**src/e3tx_map.vh**
```
// Purpose: Constants for the E3 transmit line encoder
// Assumes: Included by the line encoder design file only
// Notes:   Definitions only
`ifndef E3TX_MAP_VH
`define E3TX_MAP_VH

// ****************************************************************
// Register offsets
// ****************************************************************
`define E3TX_ADDR_IO_CTRL      8'h01
`define E3TX_ADDR_STATUS       8'h02

// ****************************************************************
// Line control register layout and reset
// ****************************************************************
`define E3TX_IO_CTRL_RESET     8'hA0
`define E3TX_IO_CTRL_WMASK     8'hBF
`define E3TX_BIT_TX_LOC_DIS    7
`define E3TX_BIT_LOC           6
`define E3TX_BIT_RX_LOC_DIS    5
`define E3TX_BIT_PLAIN_AMI     4
`define E3TX_BIT_UNIPOLAR      3
`define E3TX_BIT_TX_CLK_INV    2
`define E3TX_BIT_RX_CLK_INV    1
`define E3TX_BIT_REFRAME       0

// ****************************************************************
// Status register layout
// ****************************************************************
`define E3TX_ST_FIFO_EMPTY     0
`define E3TX_ST_FIFO_FULL      1
`define E3TX_ST_LAST_POS       2
`define E3TX_ST_PARITY         3
`define E3TX_ST_LINE_LEVEL     4
`define E3TX_ST_UNDERRUN       5

// ****************************************************************
// Symbol codes and buffer shape
// ****************************************************************
`define E3TX_SYM_ZERO          2'h0
`define E3TX_SYM_MARK          2'h1
`define E3TX_SYM_BPULSE        2'h2
`define E3TX_SYM_VIOL          2'h3
`define E3TX_FIFO_WIDTH        2
`define E3TX_FIFO_DEPTH        8
`define E3TX_FIFO_AW           3

`endif

```
**src/e3tx_fifo.v**
```verilog
// Purpose: Small FIFO for the outbound bit stream
// Assumes: DEPTH is a power of two, AW = log2(DEPTH)
// Notes:   Flags are registered; read data is combinational
`timescale 1ns/1ps

module e3tx_fifo #(
	parameter WIDTH = 2,
	parameter DEPTH = 8,
	parameter AW    = 3
) (
	// Clock and control
	input  wire             clk,
	input  wire             rst_n,
	input  wire             ce,
	// Fill side
	input  wire [WIDTH-1:0] in_data,
	input  wire             in_valid,
	output reg              in_ready,
	// Drain side
	output wire [WIDTH-1:0] out_data,
	output reg              out_valid,
	input  wire             out_ready
);

	localparam [AW:0] FULL_LEVEL = DEPTH;

	reg  [WIDTH-1:0] mem [0:DEPTH-1];
	reg  [AW-1:0]    wr_ptr;
	reg  [AW-1:0]    rd_ptr;
	reg  [AW:0]      level;
	reg  [AW:0]      next_level;
	wire             push;
	wire             pop;

	assign push     = in_valid & in_ready;
	assign pop      = out_valid & out_ready;
	assign out_data = mem[rd_ptr];

	always @* begin
		next_level = level;
		if (push & ~pop)
			next_level = level + 1'b1;
		else if (pop & ~push)
			next_level = level - 1'b1;
	end

	always @(posedge clk) begin
		if (ce & push)
			mem[wr_ptr] <= in_data;
	end

	always @(posedge clk) begin
		if (!rst_n) begin
			wr_ptr    <= {AW{1'b0}};
			rd_ptr    <= {AW{1'b0}};
			level     <= {(AW+1){1'b0}};
			in_ready  <= 1'b0;
			out_valid <= 1'b0;
		end else if (ce) begin
			if (push)
				wr_ptr <= wr_ptr + 1'b1;
			if (pop)
				rd_ptr <= rd_ptr + 1'b1;
			level     <= next_level;
			in_ready  <= (next_level != FULL_LEVEL);
			out_valid <= (next_level != {(AW+1){1'b0}});
		end
	end

endmodule // e3tx_fifo

```
**src/e3tx_edge_sync.v**
```verilog
// Purpose: Two-stage synchroniser with edge detection
// Assumes: Input is asynchronous to clk and slower than clk/2
// Notes:   Edge pulses last one clk cycle
`timescale 1ns/1ps

module e3tx_edge_sync (
	// Clock and control
	input  wire clk,
	input  wire rst_n,
	input  wire ce,
	// Asynchronous input
	input  wire async_in,
	// Synchronised level and edges
	output wire level,
	output wire rise,
	output wire fall
);

	reg meta;
	reg held;
	reg prev;

	always @(posedge clk) begin
		if (!rst_n) begin
			meta <= 1'b0;
			held <= 1'b0;
			prev <= 1'b0;
		end else if (ce) begin
			meta <= async_in;
			held <= meta;
			prev <= held;
		end
	end

	assign level = held;
	assign rise  = held & ~prev;
	assign fall  = ~held & prev;

endmodule // e3tx_edge_sync

```
**src/e3tx_line_encoder.v**
```verilog
// Purpose: E3 transmit line interface: unipolar, AMI or HDB3 rails
// Assumes: Line clock pin is slow against core_clk; framer on core_clk
// Notes:   Four-symbol delay from buffer to rails in every mode
//
// Decided for this implementation: the strobed register port.
`timescale 1ns/1ps
`include "e3tx_map.vh"

module e3tx_line_encoder (
	// Clock, reset and enable
	input  wire       core_clk,
	input  wire       rst_n,
	input  wire       core_ce,
	// Register port
	input  wire [7:0] reg_addr,
	input  wire [7:0] reg_wdata,
	input  wire       reg_wr,
	input  wire       reg_rd,
	output reg  [7:0] reg_rdata,
	// Outbound bit stream from the transmit framer
	input  wire       tx_bit_data,
	input  wire       tx_bit_frame_start,
	input  wire       tx_bit_valid,
	output wire       tx_bit_ready,
	// Line clock pin
	input  wire       tx_line_clock_in,
	// Line unit pins
	output reg        tx_positive_rail,
	output reg        tx_negative_rail,
	output reg        tx_line_clock_out,
	// Shared settings for the receive interface
	output wire       rx_unipolar_mode,
	output wire       rx_plain_ami,
	output wire       rx_clock_edge_invert,
	output wire       rx_loc_disable,
	output wire       tx_loc_disable,
	output wire       reframe_request
);

	// ****************************************************************
	// Declarations
	// ****************************************************************
	reg  [7:0] io_line_control;
	reg        underrun;
	reg  [7:0] sym_pipe;
	reg  [3:0] frm_pipe;
	reg        last_pos;
	reg        pulse_parity;

	reg        next_pos_rail;
	reg        next_neg_rail;
	reg        next_last_pos;
	reg        next_parity;
	reg  [7:0] next_rdata;

	wire       line_level;
	wire       line_rise;
	wire       line_fall;
	wire       line_tick;

	wire [1:0] fifo_out;
	wire       fifo_valid;
	wire       fifo_in_ready;

	wire       unipolar_mode;
	wire       plain_alternate_mark_select;
	wire       tx_clock_edge_invert;
	wire       use_hdb3;

	wire       new_bit;
	wire       new_frm;
	wire [1:0] sym0;
	wire [1:0] sym1;
	wire [1:0] sym2;
	wire [1:0] sym3;
	wire       zero_run;
	wire       substitute;
	wire       insert_b;
	wire [1:0] stage0_in;
	wire [1:0] stage3_in;
	wire [7:0] status_word;
	wire       wr_ctrl;
	wire       wr_status;

	// ****************************************************************
	// Control register fields
	// ****************************************************************
	assign unipolar_mode               = io_line_control[`E3TX_BIT_UNIPOLAR];
	assign plain_alternate_mark_select = io_line_control[`E3TX_BIT_PLAIN_AMI];
	assign tx_clock_edge_invert = io_line_control[`E3TX_BIT_TX_CLK_INV];

	// Unipolar and AMI settings drive both directions; RX clock edge has its own bit
	assign rx_unipolar_mode     = unipolar_mode;
	assign rx_plain_ami         = plain_alternate_mark_select;
	assign rx_clock_edge_invert = io_line_control[`E3TX_BIT_RX_CLK_INV];
	assign rx_loc_disable       = io_line_control[`E3TX_BIT_RX_LOC_DIS];
	assign tx_loc_disable       = io_line_control[`E3TX_BIT_TX_LOC_DIS];
	assign reframe_request      = io_line_control[`E3TX_BIT_REFRAME];

	// Code bit only counts in bipolar mode
	assign use_hdb3 = ~unipolar_mode
		& ~plain_alternate_mark_select;

	// ****************************************************************
	// Line clock sampling
	// ****************************************************************
	e3tx_edge_sync u_line_sync (
		.clk      (core_clk),
		.rst_n    (rst_n),
		.ce       (core_ce),
		.async_in (tx_line_clock_in),
		.level    (line_level),
		.rise     (line_rise),
		.fall     (line_fall)
	);

	// One bit period per chosen edge
	assign line_tick = tx_clock_edge_invert ? line_fall : line_rise;

	// ****************************************************************
	// Bit buffer
	// ****************************************************************
	e3tx_fifo #(
		.WIDTH (`E3TX_FIFO_WIDTH),
		.DEPTH (`E3TX_FIFO_DEPTH),
		.AW    (`E3TX_FIFO_AW)
	) u_fifo (
		.clk       (core_clk),
		.rst_n     (rst_n),
		.ce        (core_ce),
		.in_data   ({tx_bit_frame_start, tx_bit_data}),
		.in_valid  (tx_bit_valid),
		.in_ready  (fifo_in_ready),
		.out_data  (fifo_out),
		.out_valid (fifo_valid),
		.out_ready (line_tick)
	);

	assign tx_bit_ready = fifo_in_ready;

	// Empty buffer sends an idle zero
	assign new_bit = fifo_valid & fifo_out[0];
	assign new_frm = fifo_valid & fifo_out[1];

	// ****************************************************************
	// Symbol pipeline and zero substitution
	// ****************************************************************
	assign sym0 = sym_pipe[1:0];
	assign sym1 = sym_pipe[3:2];
	assign sym2 = sym_pipe[5:4];
	assign sym3 = sym_pipe[7:6];

	// Incoming zero completes a run of four
	assign zero_run = ~new_bit
		& (sym0 == `E3TX_SYM_ZERO)
		& (sym1 == `E3TX_SYM_ZERO)
		& (sym2 == `E3TX_SYM_ZERO);

	assign substitute = use_hdb3 & zero_run;

	// Even count since last violation needs a B first
	assign insert_b = substitute & ~next_parity;

	assign stage0_in = substitute ? `E3TX_SYM_VIOL :
		(new_bit ? `E3TX_SYM_MARK : `E3TX_SYM_ZERO);
	assign stage3_in = insert_b ? `E3TX_SYM_BPULSE : sym2;

	always @(posedge core_clk) begin
		if (!rst_n) begin
			sym_pipe <= 8'h00;
			frm_pipe <= 4'h0;
		end else if (core_ce & line_tick) begin
			sym_pipe <= {stage3_in, sym_pipe[3:0], stage0_in};
			frm_pipe <= {frm_pipe[2:0], new_frm};
		end
	end

	// ****************************************************************
	// Rail selection for the oldest symbol
	// ****************************************************************
	always @* begin
		next_pos_rail = 1'b0;
		next_neg_rail = 1'b0;
		next_last_pos = last_pos;
		next_parity   = pulse_parity;
		if (unipolar_mode) begin
			// NRZ data, frame marker on the other rail
			next_pos_rail = (sym3 != `E3TX_SYM_ZERO);
			next_neg_rail = frm_pipe[3];
		end else begin
			case (sym3)
			`E3TX_SYM_MARK, `E3TX_SYM_BPULSE: begin
				// Opposite to the last pulse, zeros in between or not
				next_pos_rail = ~last_pos;
				next_neg_rail = last_pos;
				next_last_pos = ~last_pos;
				next_parity   = ~pulse_parity;
			end
			`E3TX_SYM_VIOL: begin
				// Same polarity as the last pulse
				next_pos_rail = last_pos;
				next_neg_rail = ~last_pos;
				next_parity   = 1'b0;
			end
			default: begin
				next_pos_rail = 1'b0;
				next_neg_rail = 1'b0;
			end
			endcase
		end
	end

	// ****************************************************************
	// Polarity state
	// ****************************************************************
	always @(posedge core_clk) begin
		if (!rst_n) begin
			// Last pulse taken as negative so the first goes positive
			last_pos     <= 1'b0;
			pulse_parity <= 1'b0;
		end else if (core_ce & line_tick) begin
			last_pos     <= next_last_pos;
			pulse_parity <= next_parity;
		end
	end

	// ****************************************************************
	// Line unit outputs
	// ****************************************************************
	always @(posedge core_clk) begin
		if (!rst_n) begin
			tx_positive_rail  <= 1'b0;
			tx_negative_rail  <= 1'b0;
			tx_line_clock_out <= 1'b0;
		end else if (core_ce) begin
			// Clock out moves in the same cycle as the rails
			tx_line_clock_out <= line_level;
			if (line_tick) begin
				tx_positive_rail <= next_pos_rail;
				tx_negative_rail <= next_neg_rail;
			end
		end
	end

	// ****************************************************************
	// Register writes
	// ****************************************************************
	assign wr_ctrl   = reg_wr & (reg_addr == `E3TX_ADDR_IO_CTRL);
	assign wr_status = reg_wr & (reg_addr == `E3TX_ADDR_STATUS);

	always @(posedge core_clk) begin
		if (!rst_n) begin
			// Bipolar HDB3 on rising edge after reset
			io_line_control <= `E3TX_IO_CTRL_RESET;
		end else if (core_ce & wr_ctrl) begin
			// Status bit is read-only
			io_line_control <= reg_wdata & `E3TX_IO_CTRL_WMASK;
		end
	end

	// Sticky underrun: new event beats a write-one clear
	always @(posedge core_clk) begin
		if (!rst_n) begin
			underrun <= 1'b0;
		end else if (core_ce) begin
			if (line_tick & ~fifo_valid)
				underrun <= 1'b1;
			else if (wr_status & reg_wdata[`E3TX_ST_UNDERRUN])
				underrun <= 1'b0;
		end
	end

	// ****************************************************************
	// Register reads
	// ****************************************************************
	assign status_word = {
		2'b00,
		underrun,
		line_level,
		pulse_parity,
		last_pos,
		~fifo_in_ready,
		~fifo_valid
	};

	always @* begin
		next_rdata = 8'h00;
		if (reg_rd) begin
			case (reg_addr)
			`E3TX_ADDR_IO_CTRL: begin
				next_rdata = io_line_control;
			end
			`E3TX_ADDR_STATUS: begin
				next_rdata = status_word;
			end
			default: begin
				next_rdata = 8'h00;
			end
			endcase
		end
	end

	// Data stand only in the cycle after the strobe
	always @(posedge core_clk) begin
		if (!rst_n) begin
			reg_rdata <= 8'h00;
		end else if (core_ce) begin
			reg_rdata <= next_rdata;
		end
	end

endmodule // e3tx_line_encoder

```
**config.mk**
```make
export PLATFORM = sky130hd
export DESIGN_NAME = e3tx_line_encoder
export DESIGN_NICKNAME = d
export VERILOG_FILES = /design/src/e3tx_fifo.v /design/src/e3tx_edge_sync.v /design/src/e3tx_line_encoder.v
export VERILOG_INCLUDE_DIRS = /design/src
export SDC_FILE = /design/constraint.sdc
export NUM_CORES = 1
export LEC_CHECK = 0
export ABC_AREA = 1
export BUFFER_PORTS_ARGS = -buffer_cell sky130_fd_sc_hd__clkbuf_2
export CAP_MARGIN = 10
export CELL_PAD_IN_SITES_DETAIL_PLACEMENT = 0
export CELL_PAD_IN_SITES_GLOBAL_PLACEMENT = 1
export CORE_ASPECT_RATIO = 0.75
export CORE_MARGIN = 2
export CORE_UTILIZATION = 45
export CTS_BUF_LIST = sky130_fd_sc_hd__clkbuf_16
export DETAILED_ROUTE_END_ITERATION = 6
export PLACE_DENSITY = 0.9
export SLEW_MARGIN = 0
export SYNTH_ARGS = -nofsm -noshare
export SYNTH_HDL_FRONTEND = slang
export SYNTH_SLANG_ARGS = --single-unit
```
**constraint.sdc**
```tcl
create_clock -name core_clk -period 3.6 [get_ports core_clk]
set_input_delay 0.72 -clock core_clk [delete_from_list [all_inputs] [get_ports core_clk]]
set_output_delay 0.72 -clock core_clk [all_outputs]
set_load 0.1 [all_outputs]
```
==> results of run 1 <==
-- power groups by stage --
| stage | combinational [mW] | sequential, mW | clock (mW) |
|---|---|---|---|
| global placement | 0.172 | 0.802 | 0 |
| detailed placement | 0.175 | 0.803 | 0 |
| global route | 0.197 | 0.791 | 1.06 |
| CTS | 0.176 | 0.788 | 1.03 |
| floorplan | 0.110 | 0.821 | 0 |
| finish | 0.174 | 0.788 | 1.01 |
-- cell type report --
cell class	instances	area (um^2)	area share [%]
clock buffer	9	225	6.34
tap	81	101	2.85
timing repair buffer	42	215	6.06
clock inverter	7	125	3.52
multi-input combinational	237	1250	35.3
sequential	65	1460	41.1
inverter	45	169	4.76
-- worst reg2reg max path, stage by stage (launching register included) --
cell	delay [ns]
dfxtp_1	0.42
inv_1	0.07
nand2_2	0.10
nand3_2	0.26
inv_1	0.47
a21oi_1	0.13
nor3_1	0.17
-- worst paths after layout --
kind                                       start  slack [ns]  cells past startpoint           endpoint
worst max-delay path            u_line_sync.prev        1.64                      1  tx_line_clock_out
worst min-delay path                 frm_pipe[3]        0.46                      2        frm_pipe[3]
worst max register to register  u_line_sync.prev        1.90                      6           last_pos
worst min register to register       frm_pipe[3]        0.46                      2        frm_pipe[3]
-- metal layers --
metal  up-vias  wire length, um
li1       1282                -
met1      1107             2990
met2        50             2720
met3         8              345
met4         0               68
met5         -                0
-- kinds of logic (layout without fill, tap and decap cells) --
kind of cell               after synthesis  in the layout  synth area share (%)
and+or+nand+nor                        132            132                  20.3
buffers and inverters                   57            103                  7.85
DFF                                     65             65                  49.6
AOI/OAI and AO/OA                       92             92                  17.6
xor gates and xnor gates                 4              4                  1.19
adders and majority gates                7              7                  2.97
other                                    1              1                 0.127
muxes                                    1              1                 0.340
-- Yosys cell counts, types with 2 or more instances --
cell type / instances
nand3_2: 2
inv_1: 41
clkbuf_1: 6
nor3_1: 2
nand3_1: 11
o21ai_2: 3
nand2_2: 3
o21a_1: 2
edfxtp_1: 16
a31oi_1: 2
nor2_1: 32
xor2_1: 3
nor4_1: 3
buf_4: 2
a21oi_1: 39
dfxtp_1: 49
nand4_1: 4
ha_1: 7
o22ai_1: 5
a21oi_2: 2
nor2_2: 2
o211ai_1: 6
o21ai_0: 29
o221ai_1: 2
nand2_1: 67
inv_2: 3
-- stage by stage --
| step | instance area [um^2] | util, % |
|---|---|---|
| after detailed placement | 3200 | 50.7 |
| final | 3550 | 56.2 |
| after floorplan | 2950 | - |
| after global placement | 3200 | 50.7 |
| after global routing | 3550 | 56.2 |
| after CTS | 3550 | 56.2 |
-- flip-flops by register name, indices dropped and copies added, names as in the netlist, named ones only --
register and cells:
u_fifo.wr_ptr 3, last_pos 1, u_line_sync.meta 1, u_line_sync.level 1, sym_pipe 8, tx_positive_rail 1, u_line_sync.prev 1, underrun 1
reg_rdata 7, frm_pipe 4, u_fifo.level 4, u_fifo.mem 16, pulse_parity 1, u_fifo.out_valid 1, io_line_control 7, u_fifo.rd_ptr 3
u_fifo.in_ready 1, tx_negative_rail 1
==> impl_metrics.tcl, run 1 <==
set metrics [dict create \
    status "finished, final reports clean" \
    yosysUniqueCellTypes 42 \
    skew_ns 0.00704 \
    grt_use_met3_pct 6.77 \
    cp_slowest_cell "clkbuf_2" \
    drv_slew 0 \
    synth.avg_cell_area_um2 8.21 \
    final.setup.tns_ns 0 \
    path_clk_slew_ns 0.05 \
    wl_um 6130 \
    critical_path_arrival_ns 1.24 \
    met1_usage_pct 22.7 \
    clk_latency_ns 0.33 \
    final_common_cell "nand2_1" \
    cp_max_fo 4 \
    ir_drop_uv 325 \
    busiest_layer "met2" \
    routabilityCongestion 0.861 \
    critPathBufInv 1 \
    nets 432 \
    startpoint_type "flip-flop" \
    slew_headroom_pct 46.1 \
    final_cells 486 \
    ctsLongestPathBuffers 2 \
    tightestPinTransition_ns 0.808 \
    ctsResizeCount 0 \
    h-tree-depth 3 \
    grt_first_pass_wirelength_um 10200 \
    core_area_um2 6320 \
    rsz0062_at_grt "no" \
    min_period_ns 1.96 \
    synth_cells 359 \
    path_class "reg -> out" \
    io_pins 43 \
    grt_pass1_vias 2277 \
    use_met2_pct 29.4 \
    synth.largest_area_cell "dfxtp_1" \
    cts_tree "done" \
    cp_cell_sequence "clkbuf_2" \
    antenna_found_initial 0 \
    place_hpwl_um 4310 \
    dieWidth_um 97.5 \
    synthesis.area_um2 2950 \
    hold_buffers 0 \
    seq_area_frac_synth_pct 49.6 \
    end_kind "primary output" \
    hold_violations 0 \
    cts_buffers 9 \
    num-fill-cells 583 \
    fin_total_pwr_mw 1.97 \
    finalCritPeriodShare_pct 54.5 \
    ys_warn_count 0 \
    initialDrtViolationCount 115 \
    diodes 0 \
    yosys-top-cells-area "dfxtp_1, edfxtp_1, nand2_1, a21oi_1, inv_1" \
    maxCapViolCount 0 \
    dr.pass1.iters 4 \
    grt_max_degree 27 \
    rows 25 \
    vias 2447 \
    root_buffer "clkbuf_16" \
    pre_cts_slack_ns 1.39 \
    final_cell_mix "nand2_1, dfxtp_1, inv_1, clkbuf_2, a21oi_1" \
    wl_per_cell_um 12.6 \
    grtUsageTotal_pct 17.9 \
    p_int_mw 1.51 \
    clock_sinks 65 \
    setup_violations 0 \
    area_growth_pct 20.5 \
    worstHoldPathType "reg -> reg" \
    dieArea_um2 7220 \
    setup_slack_ns 1.64 \
    timing.fmax_mhz 510 \
    numPortBuffers 40 \
    max_stage_delay_ns 0.50 \
    ant_nets 0 \
    p_switching_uw 469 \
    initial_core_util_pct 46.7 \
    via_per_inst 5.03 \
    timing.hold.ws_ns 0.464 \
    synth_edf_count 16 \
    p_sw_share_pct 23.8 \
    async_reset_ff_share_pct 0 \
    grt_overflow 0 \
    synthesis.nets 391 \
    seqPwrFrac_pct 39.9 \
    cp.required_ns 2.88 \
    post_cts_buffers 0 \
    synth_top_area_share_pct 33.3 \
    ys_ff_latch 65 \
    placed_cells 470 \
    drive_above_1_share_pct 19.0 \
    drc 0 \
    pwr-share-clk_pct 51.3 \
    power_frac_comb_pct 8.8 \
    p_leak_nw 1.48 \
    dominantRegCellSynth "dfxtp_1" \
    dieHeight_um 74.1 \
    cp_top_family "buffers and inverters" \
    p_per_area_nw_per_um2 556 \
]
No activity file was read; power rests on OpenSTA's default activity.
==> run 2: changes to the inputs <==
- ABC_AREA: 1 -> 0
- CORE_UTILIZATION: 45 -> 40
- PLACE_DENSITY: 0.9 -> 0.82
- clock period: 3.6 -> 1.6 ns (I/O delays scaled with it)
==> impl_metrics.tcl, run 2 <==
set metrics [dict create \
    p_sw_share_pct 21.8 \
    busiest_layer "met2" \
    cp_max_fo 3 \
    ys_ff_latch 65 \
    holdPathEnd "io_line_control[7]" \
    yosys-top-cells-area "dfxtp_1, edfxtp_1, nand2_1, mux2i_1, and2_1" \
    synth.avg_cell_area_um2 9.98 \
    place_hpwl_um 4600 \
    critical_path_arrival_ns 1.83 \
    worstHoldPathType "in -> reg" \
    wl_um 6300 \
    grt_use_met3_pct 5.42 \
    rsz0062_at_grt "yes" \
    seqPwrFrac_pct 42.9 \
    diodes 0 \
    antenna_found_initial 0 \
    ir_drop_uv 562 \
    final_area_um2 3960 \
    numPortBuffers 40 \
    grt_overflow 0 \
    cts_buffers 9 \
    cts_tree "done" \
    timing.fmax_mhz 636 \
    seq_area_frac_synth_pct 48.3 \
    synth_top_family_by_area "simple AND/OR/NAND/NOR gates" \
    synth.largest_area_cell "dfxtp_1" \
    synthesis.area_um2 3020 \
    routabilityCongestion 0.820 \
    clk_latency_ns 0.33 \
    tightestPinTransition_ns 0.543 \
    min_period_ns 1.57 \
    dieHeight_um 79.3 \
    dr.pass1.iters 4 \
    dieArea_um2 8280 \
    regMostFlops "u_fifo.mem" \
    synth_cells 303 \
    grt_first_pass_wirelength_um 10600 \
    slew_headroom_pct 63.9 \
    drive_above_1_share_pct 33.0 \
    ctsLongestPathBuffers 2 \
    async_reset_ff_share_pct 0 \
    synthMuxAreaShare_pct 9.06 \
    synth_edf_count 16 \
    ys_warn_count 0 \
    synth_top_area_share_pct 32.5 \
    synthAdderAreaFrac_pct 2.90 \
    yosys-top-cells-count "dfxtp_1, nand2_1, edfxtp_1" \
    synth_compound_gate_area_share_pct 13.3 \
    final_cells 471 \
    wl_per_cell_um 13.4 \
    dieWidth_um 104 \
    hold_buffers 0 \
    dominantRegCellSynth "dfxtp_1" \
    synthesis.nets 335 \
    nets 397 \
    fin_total_pwr_mw 3.98 \
    via_per_inst 4.86 \
    top_regs "u_fifo.mem (16), sym_pipe (8)" \
    pwr-share-clk_pct 50.6 \
    num-fill-cells 637 \
    rows 27 \
    h-tree-depth 3 \
    placed_cells 452 \
    p_leak_nw 1.56 \
    r2r_slack_ns 0.03 \
    end_kind "flip-flop" \
    maxCapViolCount 0 \
    min-delay-start "reg_wdata[7]" \
    worst-path-stages 6 \
    clock_sinks 65 \
    final_cell_mix "nand2_1, dfxtp_1, clkbuf_2, buf_4, edfxtp_1" \
    synth_most_common_cell "dfxtp_1" \
    drv_slew 0 \
    grt_pass1_vias 2265 \
    path_clk_slew_ns 0.05 \
    hold_violations 0 \
    p_int_mw 3.11 \
    yosysUniqueCellTypes 54 \
    cp_slowest_cell "or4_4" \
    critPathBufInv 0 \
    final_util_pct 54.0 \
    status "finished, final reports clean" \
    root_buffer "clkbuf_16" \
    r2r-start "u_fifo.level[0]" \
    timing.hold.ws_ns 0.215 \
    cp_top_family "simple AND/OR/NAND/NOR gates" \
    use_met2_pct 26.3 \
    setup_violations 0 \
    grtUsageTotal_pct 16.3 \
    largest_reg_flops 16 \
    place_area_um2 3530 \
    startpoint_type "flip-flop" \
    ant_nets 0 \
    synth-xor-area-share_pct 1.74 \
    cp.required_ns 1.86 \
    p_switching_uw 867 \
    r2r_end "u_fifo.level[2]" \
    vias 2290 \
    finalCritPeriodShare_pct 98.3 \
    p_per_area_nw_per_um2 1000 \
    final_common_cell "nand2_1" \
    whs_path_depth 3 \
    reg2reg_depth 6 \
    initial_core_util_pct 41.2 \
    max_stage_delay_ns 0.54 \
    cp_cell_sequence "ha_1, nand3_1, or4_4, o2111ai_4, mux2i_1, nor2b_1" \
    path_class "reg -> reg" \
    io_pins 43 \
    core_area_um2 7330 \
    yosys.area_share.simple_pct 20.7 \
    area_growth_pct 31.0 \
    skew_ns 0.00781 \
    grt_max_degree 50 \
    met1_usage_pct 20.8 \
    initialDrtViolationCount 114 \
    drc 0 \
    power_frac_comb_pct 6.5 \
]
[run 2: changes by cell type in the layout (fill, tap and decap cells not counted), moves of 13 or more]
cell	delta
a21oi_1	-33
buf_4	+23
nor2_1	-17
o21ai_0	-23
nand2_1	-26
mux2i_1	+14
and2_1	+14
nor2b_1	+13
inv_1	-29
[run 2: cells by family (layout without fill, tap and decap cells)]
group | Yosys count | in the layout
AO/OA/AOI/OAI | 55 | 55
other | 1 | 1
adder cells (fa/ha/maj) | 7 | 7
XOR/XNOR | 6 | 6
buffers and inverters | 28 | 95
AND/OR/NAND/NOR | 119 | 119
multiplexers | 22 | 22
flip-flops | 65 | 65
[run 2: tightest hold or removal path, stage by stage]
cell and delay, ns:
clkbuf_2 0.07, mux2i_1 0.05, nand2_1 0.06
[run 2: how the worst max path moves through the flow]
stage	endpoint	start
after detailed placement	sym_pipe[6]	u_line_sync.level
after global placement	sym_pipe[6]	u_line_sync.level
after CTS	u_fifo.out_valid	u_fifo.level[0]
after floorplan	u_fifo.mem[0][0]	u_fifo.in_ready
after global routing	u_fifo.level[2]	u_fifo.level[1]
final	u_fifo.level[2]	u_fifo.level[0]
[run 2: area by class of cell]
| cell class | count | area, um^2 | share of cell area (%) |
|---|---|---|---|
| sequential | 65 | 1480 | 37.5 |
| tap | 101 | 126 | 3.19 |
| multi-input combinational | 210 | 1570 | 39.7 |
| clock buffer | 10 | 250 | 6.32 |
| inverter | 12 | 45.0 | 1.14 |
| timing repair buffer | 67 | 419 | 10.6 |
| clock inverter | 6 | 65.1 | 1.64 |
[run 2: power by group through the flow]
stage	Sequential, mW	Combinational (mW)	Clock, mW
6_report	1.71	0.257	2.01
5_1_grt	1.71	0.282	2.15
4_1_cts	1.71	0.249	2.06
3_5_place_dp	1.74	0.242	0
3_3_place_gp	1.74	0.237	0
2_1_floorplan	1.76	0.132	0
[run 2: per-layer routing]
| layer | part of all wire [%] | wire (um) | up-vias |
|---|---|---|---|
| li1 | - | - | 1206 |
| met1 | 50 | 3180 | 1046 |
| met2 | 45 | 2850 | 31 |
| met3 | 3.3 | 210 | 7 |
| met4 | 0.91 | 57 | 0 |
| met5 | 0 | 0 | - |
[run 2: metrics by stage]
| step | setup TNS (ns) | setup WS [ns] |
|---|---|---|
| 6_report | 0 | 0.0276 |
| 5_1_grt | -0.166 | -0.0582 |
| 4_1_cts | 0 | 0.0103 |
| 3_5_place_dp | -1.74 | -0.181 |
| 3_3_place_gp | -0.685 | -0.0859 |
| 2_1_floorplan | -0.145 | -0.0407 |
[run 2: repair_timing]
| item | 4_1_cts | 5_1_grt |
|---|---|---|
| resized for setup | 9 | 13 |
| endpoints found under the setup margin | 26 | 16 |
| gates cloned | 0 | 0 |
| pin swaps | 1 | 3 |
| setup buffers | 1 | 2 |
